## config.mk

```make
export PLATFORM = sky130hd
export DESIGN_NAME = sbb_bus_if
export DESIGN_NICKNAME = d
export VERILOG_FILES = /design/src/sbb_pkg.sv /design/src/sbb_bus_if.sv /design/src/sbb_sync.sv
export SDC_FILE = /design/constraint.sdc
export NUM_CORES = 1
export LEC_CHECK = 0
export BUFFER_PORTS_ARGS = -buffer_cell sky130_fd_sc_hd__buf_2
export CORE_UTILIZATION = 35
export DETAILED_ROUTE_END_ITERATION = 10
export PLACE_DENSITY = 0.71
export REMOVE_ABC_BUFFERS = 1
export SLEW_MARGIN = 40
export SYNTH_ARGS = -nofsm -noshare
export SYNTH_HDL_FRONTEND = slang
export SYNTH_SLANG_ARGS = --single-unit
```

## constraint.sdc

```tcl
create_clock -name clk -period 1.6 [get_ports clk]
set_input_delay 0.16 -clock clk [delete_from_list [all_inputs] [get_ports clk]]
set_output_delay 0.16 -clock clk [all_outputs]
set_load 0.03 [all_outputs]
```

## src/sbb_pkg.sv

```systemverilog
/*
 * Shared constants and carriers for the serial board bus interface.
 * Assumes a single 100 MHz clock domain; included by both design files.
 */
package sbb_pkg;
	// Control register bit positions (write-only register at the low address)
	localparam int unsigned CTL_SEL_N_BIT = 5;
	localparam int unsigned CTL_RS0_BIT = 4;
	localparam int unsigned CTL_RESET_BIT = 3;
	localparam int unsigned CTL_RS1_BIT = 2;
	localparam int unsigned CTL_DRV_EN_BIT = 1;
	localparam int unsigned CTL_RS2_BIT = 0;
	localparam logic [7:0] CTL_RESET_VAL = 8'h20;
	// Status nibble bit positions
	localparam int unsigned STAT_ABSENT_BIT = 0;
	localparam int unsigned STAT_SERVICE_BIT = 1;
	// Address bit 0 selects control (0) or data (1)
	localparam logic ADDR_CTRL = 1'b0;
	localparam logic ADDR_DATA = 1'b1;
	localparam int unsigned SYNC_STAGES = 2;

	typedef enum logic [1:0] {
		SBB_CYC_NONE = 2'b00,
		SBB_CYC_WRITE = 2'b01,
		SBB_CYC_STATUS = 2'b10,
		SBB_CYC_DATA_RD = 2'b11
	} sbb_cycle_e;

	typedef struct packed {
		logic sel_n;
		logic [2:0] reg_sel;
		logic reset;
		logic drv_en;
	} sbb_ctl_s;

	typedef struct packed {
		logic [7:0] ctl_raw;
		logic [7:0] rd_data;
	} sbb_state_s;
endpackage

```

## src/sbb_bus_if.sv

```systemverilog
/*
 * Bus-side logic of a single-UART serial expansion board.
 * Assumes the host issues one-cycle strobes for write, status read and data
 * read, with bus address bit 0 valid alongside; UART pins are asynchronous.
 */
`timescale 1ns/1ns
`default_nettype none
module sbb_bus_if
	import sbb_pkg::*;
(
	input wire logic clk,
	input wire logic rst_n,
	// Host-side bus cycle
	input wire logic bus_addr0,
	input wire logic bus_write,
	input wire logic status_read_cycle,
	input wire logic bus_data_read,
	input wire logic bus_reset_cycle,
	input wire logic [7:0] bus_wdata,
	output logic [7:0] bus_rdata,
	// Shared open-drain attention line
	output logic bus_attention_n_o,
	output logic bus_attention_n_oe_n,
	// UART side
	output logic uart_sel_n,
	output logic [2:0] uart_reg_select,
	output logic uart_reset,
	output logic uart_wr_stb,
	output logic uart_rd_stb,
	output logic [7:0] uart_wdata,
	input wire logic [7:0] uart_rdata,
	input wire logic rx_char_ready,
	input wire logic tx_buffer_empty,
	output logic line_driver_enable
);
	sbb_state_s st_r;
	sbb_state_s st_nxt;
	sbb_ctl_s ctl;
	logic [1:0] ev_sync;
	logic irq_req;
	logic unused_bus_reset;

	// UART flags come from a foreign chip; synchronise before use
	sbb_sync #(
		.WIDTH(2)
	) u_sync (
		.clk(clk),
		.rst_n(rst_n),
		.async_in({rx_char_ready, tx_buffer_empty}),
		.sync_out(ev_sync)
	);

	assign ctl.sel_n = st_r.ctl_raw[CTL_SEL_N_BIT];
	assign ctl.reg_sel = {st_r.ctl_raw[CTL_RS2_BIT], st_r.ctl_raw[CTL_RS1_BIT],
		st_r.ctl_raw[CTL_RS0_BIT]};
	assign ctl.reset = st_r.ctl_raw[CTL_RESET_BIT];
	assign ctl.drv_en = st_r.ctl_raw[CTL_DRV_EN_BIT];

	assign irq_req = ev_sync[1] | ev_sync[0];

	// Bus-wide reset deliberately ignored so a UART session survives it
	assign unused_bus_reset = bus_reset_cycle;

	always_comb begin
		st_nxt = st_r;
		if (bus_write && bus_addr0 == ADDR_CTRL) begin
			st_nxt.ctl_raw = bus_wdata;
		end
		if (status_read_cycle && bus_addr0 == ADDR_CTRL) begin
			st_nxt.rd_data = 8'h00;
			st_nxt.rd_data[STAT_ABSENT_BIT] = 1'b0;
			st_nxt.rd_data[STAT_SERVICE_BIT] = irq_req;
		end else if (bus_data_read && bus_addr0 == ADDR_DATA) begin
			st_nxt.rd_data = ctl.sel_n ? 8'h00 : uart_rdata;
		end
	end

	always_ff @(posedge clk or negedge rst_n) begin
		if (!rst_n) begin
			st_r.ctl_raw <= CTL_RESET_VAL;
			st_r.rd_data <= 8'h00;
		end else begin
			st_r <= st_nxt;
		end
	end

	assign bus_rdata = st_r.rd_data;
	assign uart_sel_n = ctl.sel_n;
	assign uart_reg_select = ctl.reg_sel;
	assign uart_reset = ctl.reset;
	assign line_driver_enable = ctl.drv_en;
	assign uart_wdata = bus_wdata;
	// Strobes reach the UART only while it is selected
	assign uart_wr_stb = bus_write && bus_addr0 == ADDR_DATA && !ctl.sel_n;
	assign uart_rd_stb = bus_data_read && bus_addr0 == ADDR_DATA && !ctl.sel_n;

	// Pull low only; released line floats high for other boards
	assign bus_attention_n_o = 1'b0;
	assign bus_attention_n_oe_n = !irq_req;
endmodule
`default_nettype wire

```

## src/sbb_sync.sv

```systemverilog
/*
 * Two-stage synchroniser for a bundle of levels.
 * Assumes inputs are asynchronous to clk; only stage two is visible.
 */
`timescale 1ns/1ns
`default_nettype none
module sbb_sync
	import sbb_pkg::*;
#(
	parameter int unsigned WIDTH = 2
) (
	input wire logic clk,
	input wire logic rst_n,
	input wire logic [WIDTH-1:0] async_in,
	output logic [WIDTH-1:0] sync_out
);
	typedef struct packed {
		logic [WIDTH-1:0] meta;
		logic [WIDTH-1:0] stable;
	} sbb_sync_s;

	sbb_sync_s st_r;
	sbb_sync_s st_nxt;

	initial begin
		if (WIDTH < 1) $error("sbb_sync WIDTH must be at least 1");
	end

	always_comb begin
		st_nxt.meta = async_in;
		st_nxt.stable = st_r.meta;
	end

	always_ff @(posedge clk or negedge rst_n) begin
		if (!rst_n) begin
			st_r <= '0;
		end else begin
			st_r <= st_nxt;
		end
	end

	assign sync_out = st_r.stable;
endmodule
`default_nettype wire

```

# Word level (Yosys, flattened, before mapping)
# Cells that the tools add are included.
[totals]
romBits = 0
wordCells = 18
regBits = 18
ram_bits = 0
inputBits = 25
output_inout_bits = 26
latch_bits = 0
memories = 0
[op_classes]
n_reduce_logical = 9
shifts = 0
div = 0
muxes = 3
multipliers = 0
order_cmp = 0
add_sub_neg = 0
eq_ne = 0
bitwise_logic = 2
[ops]
columns = ["operator", "n"]
rows = [
  ["2-to-1 mux 8 bit", 3],
  ["logical AND 1 bit", 6],
  ["logical NOT 1 bit", 2],
  ["nonzero test 2 bit", 1],
  ["inverter 1 bit", 1],
  ["bitwise OR 1 bit", 1],
]

# Logic depth before layout (Yosys ltp)
[logic_depth]
ltp_word = 3
depth_mapped = 3
mapped_depth_nobuf = 2

# Cells and area by module
# From an unflattened synthesis, not the netlist that was laid out.
[hier_totals]
cells_unflattened = 57
area_unflattened_um2 = 804.5
[modules_own_cells]
columns = ["mod", "cells_per_inst", "seq_area_each_um2", "area_per_inst_um2", "n_inst"]
rows = [
  ["sbb_bus_if", 53, 351.6, 704.4, 1],
  ["sbb_sync", 4, 100.1, 100.1, 1],
]

# Worst setup path after synthesis
# No wires, ideal clock.
[synth_timing]
path_type = "register to register"
startpoint = "register st_r, in the netlist uart_sel_n"
endpoint = "register st_r, in the netlist bus_rdata[0]"
t_arrival_ps = 1241
path_stages_with_launch = 4
n_path_buf = 1
setup_ps = 121
required_time_ps = 1479
path_slack_ps = 238
period_less_slack_ps = 1362
path_cell_list = "dfstp_2 > and3b_1 > buf_2 > a22o_1"
[synth_via]
elab_chain_len = 3
[synth_rtl]
columns = ["element", "line", "text"]
rows = [
  ["start, declared", "sbb_bus_if.sv:36", "sbb_state_s st_r;"],
  ["start signal, assigned", "sbb_bus_if.sv:83", "st_r <= st_nxt;"],
  ["2-to-1 mux 8 bit", "sbb_bus_if.sv:74", "st_nxt.rd_data = ctl.sel_n ? 8'h00 : uart_rdata;"],
  ["2-to-1 mux 8 bit", "sbb_bus_if.sv:73", "end else if (bus_data_read && bus_addr0 == ADDR_DATA) begin"],
  ["2-to-1 mux 8 bit", "sbb_bus_if.sv:69", "if (status_read_cycle && bus_addr0 == ADDR_CTRL) begin"],
]
# No other way between the ends. The select of a mux whose other input is x is not followed.
# A chain may end at the register's enable or synchronous reset.

# Worst setup path in the final report
[layout_timing]
startpoint = "register st_r, in the netlist uart_sel_n"
endpoint = "output port uart_rd_stb"
[layout_via]
elab_chain_len = 2
[layout_rtl]
columns = ["element", "line", "text"]
rows = [
  ["logical NOT 1 bit", "sbb_bus_if.sv:95", "assign uart_rd_stb = bus_data_read && bus_addr0 == ADDR_DATA && !ctl.sel_n;"],
  ["logical AND 1 bit", "sbb_bus_if.sv:95", ""],
  ["end, declared", "sbb_bus_if.sv:29", "output logic uart_rd_stb,"],
]
# No other way between the ends.

==> flow_metrics.py <==
metrics = {
    "synthesis": {
        "synth-simple-area-share_pct": 13.9,
        "synth_top_cell_by_area": "dfrtp_1",
        "synth_top_area_share_pct": 53.3,
        "synth_top_family_by_area": "simple AND/OR/NAND/NOR gates",
        "yosys-top-cells-area": "dfrtp_1 53%, buf_4 8.5%, mux2_2 8.5%",
        "synth.distinct_cells": 19,
        "synth_fa_ha_area_share_pct": 0,
        "yosys_warnings": 0,
        "synth_xor_area_share_pct": 0,
        "synth_mux_area_share_pct": 9.72,
        "ys_seq_area_share_pct": 56.6,
        "syn_area_per_cell_sq_um": 13.3,
        "ys_ff_latch": 18,
        "synth_compound_area_share_pct": 7.37,
        "netlist_instances": 60,
        "synthesis.area_sq_um": 798,
    },
    "global_routing": {
        "grt_pass1_wl_um": 2640,
        "grt_max_degree": 19,
        "grt.overflow.total": 0,
        "antenna_found_initial": 0,
        "first_global_vias": 619,
        "grt_usage_pct": 14.4,
    },
    "timing": {
        "finalSetupViolCount": 0,
        "finalMaxSlewViolations": 0,
        "fin_ws_ns": 0.121,
        "rsz0062_at_grt": "false",
        "fmax_mhz": 676,
        "setup_tns_ns": 0,
        "hold_violations": 0,
        "holdWs_ns": 0.0878,
        "fin_crit_sh_pct": 92.5,
        "finClkSkew_ns": 0.000280,
        "finalCriticalPeriod_ns": 1.48,
    },
    "layout": {
        "layout.cells.non_filler": 127,
        "layout.nets": 126,
        "syn_to_final_growth_pct": 29.2,
        "n_antenna_cell": 0,
        "mostFrequentLayoutCell": "buf_2",
        "most-common-layout-cells": "44 x buf_2, 17 x dfrtp_1, 6 x mux2_2, 5 x a22o_1",
        "drive_gt1_share_pct": 56.0,
        "fin_util_pct": 50.5,
    },
    "clock_network": {
        "numCtsBuffers": 3,
        "htree_num_levels": 1,
        "cts_resized": 0,
        "clk_latency_ns": 0.29,
        "tritoncts": "done",
        "clk_pin_slew_ns": 0.10,
        "cts.sink_count": 18,
        "ctsLongestPathBuffers": 2,
        "post_cts_buffers": 0,
        "cts_root_buf": "clkbuf_4",
    },
    "setup_path": {
        "cp_data_required_time_ns": 1.44,
        "crit_fanout": 7,
        "end_kind": "primary output",
        "cp-start-kind": "flip-flop",
        "crit_arrival_ns": 1.32,
        "criticalPathCategory": "reg2out",
    },
    "detailed_routing": {
        "postRouteAntennaNets": 0,
        "via_per_inst": 4.69,
        "dr.pass1.iters": 2,
        "vias": 595,
        "drt-wirelength-per-cell_um": 11.9,
        "wl_um": 1520,
        "remaining_drc_errors": 0,
        "drt_iter0_drc": 1,
    },
    "outcome": {
        "outcome": "finished, final reports clean",
    },
    "run": {
        "max_cap_violations": 0,
    },
    "power": {
        "p_leak_nw": 0.540,
        "vdd_drop_max_v": 0.000643,
        "p_per_area_nw_per_um2": 1060,
    },
    "floorplanning": {
        "initial_utilization_pct": 39.1,
        "core_sq_um": 2040,
        "rows": 16,
        "die_area_sq_um": 2480,
        "ioPinCount": 51,
        "dieWidth_um": 49.8,
        "fp.dieH_um": 49.8,
    },
    "place": {
        "gp_congestion": 0.684,
        "pre_cts_ws_ns": 0.414,
        "place_hpwl_um": 1190,
        "port_buffers": 44,
        "place_inst": 120,
    },
    "min_path": {
        "hp-class": "in2reg",
    },
}
-- cells in the mapped netlist --
master / number
nand3_1: 2
nor3b_1: 1
o211ai_1: 1
nand3b_1: 3
conb_1: 1
a22o_1: 5
buf_6: 2
dfstp_2: 1
dfrtp_1: 17
mux2i_1: 1
buf_4: 9
and3b_1: 2
buf_2: 1
nor2b_1: 1
mux2_2: 6
or3b_1: 2
nand4b_1: 3
nor2_1: 1
o21bai_1: 1
-- flip-flops by register name, indices dropped and copies added, names as in the netlist --
register and cells:
bus_rdata 8, line_driver_enable 1, u_sync.st_nxt 2, u_sync.sync_out 2
uart_reg_select 3, uart_reset 1, uart_sel_n 1
-- area by class of cell --
type / count / area [sq um]
clock buffer: 4 / 36.3
fill: 193 / 1010
multi-input combinational: 30 / 251
sequential: 18 / 452
tap: 27 / 33.8
timing repair buffer: 48 / 258
-- worst paths after layout --
| kind | from | to | slack, ns | cells after the start |
|---|---|---|---|---|
| setup reg to reg | uart_sel_n | bus_rdata[2] | 0.41 | 2 |
| hold reg to reg | u_sync.st_nxt[0] | u_sync.sync_out[0] | 0.36 | 0 |
| max in group asynchronous | rst_n | uart_sel_n | 0.99 | 2 |
| hold / removal | uart_rdata[3] | bus_rdata[3] | 0.09 | 2 |
| min in group asynchronous | rst_n | u_sync.st_nxt[0] | 0.30 | 2 |
| setup / recovery | uart_sel_n | uart_rd_stb | 0.12 | 2 |
-- worst max-delay path, stage by stage, from the launching register on --
cell     delay, ns
dfstp_2       0.58
and3b_1       0.25
buf_2         0.20
-- kinds of logic (layout without fill, tap and decap cells) --
kind of cell / after synthesis / after routing
flip-flops: 18 / 18
AND/OR/NAND/NOR: 15 / 15
buffers and inverters: 12 / 52
AO/OA/AOI/OAI: 7 / 7
multiplexers: 7 / 7
other: 1 / 1
-- power breakdown --
part	internal (mW)	total (mW)	switching, mW
Clock	0.139	0.278	0.139
Sequential	0.503	0.532	0.0283
Combinational	0.104	0.281	0.177
Total	0.746	1.09	0.345
-- metrics by stage --
stage	area, sq um	power, mW
final	1030	1.09
after floorplan	703	0.691
after global routing	1030	1.14
after detailed placement	965	0.819
after CTS	1030	1.10
after global placement	965	0.811
-- metal layers --
layer  part of all wire, %  up-vias  GRT usage [%]  routed length (um)
met5                     0        -              0                   0
met4                   1.5        0           7.14                  22
met3                   5.3        4           2.16                  80
met2                    54       26           27.0                 812
met1                    40      284           15.3                 600
li1                      -      281              -                   -
-- repair_timing --
item,in CTS,in global routing
endpoints found under the setup margin,0,0
hold buffers,3,0
hold endpoints to repair,19,0
(Power assumes the default switching activity.)
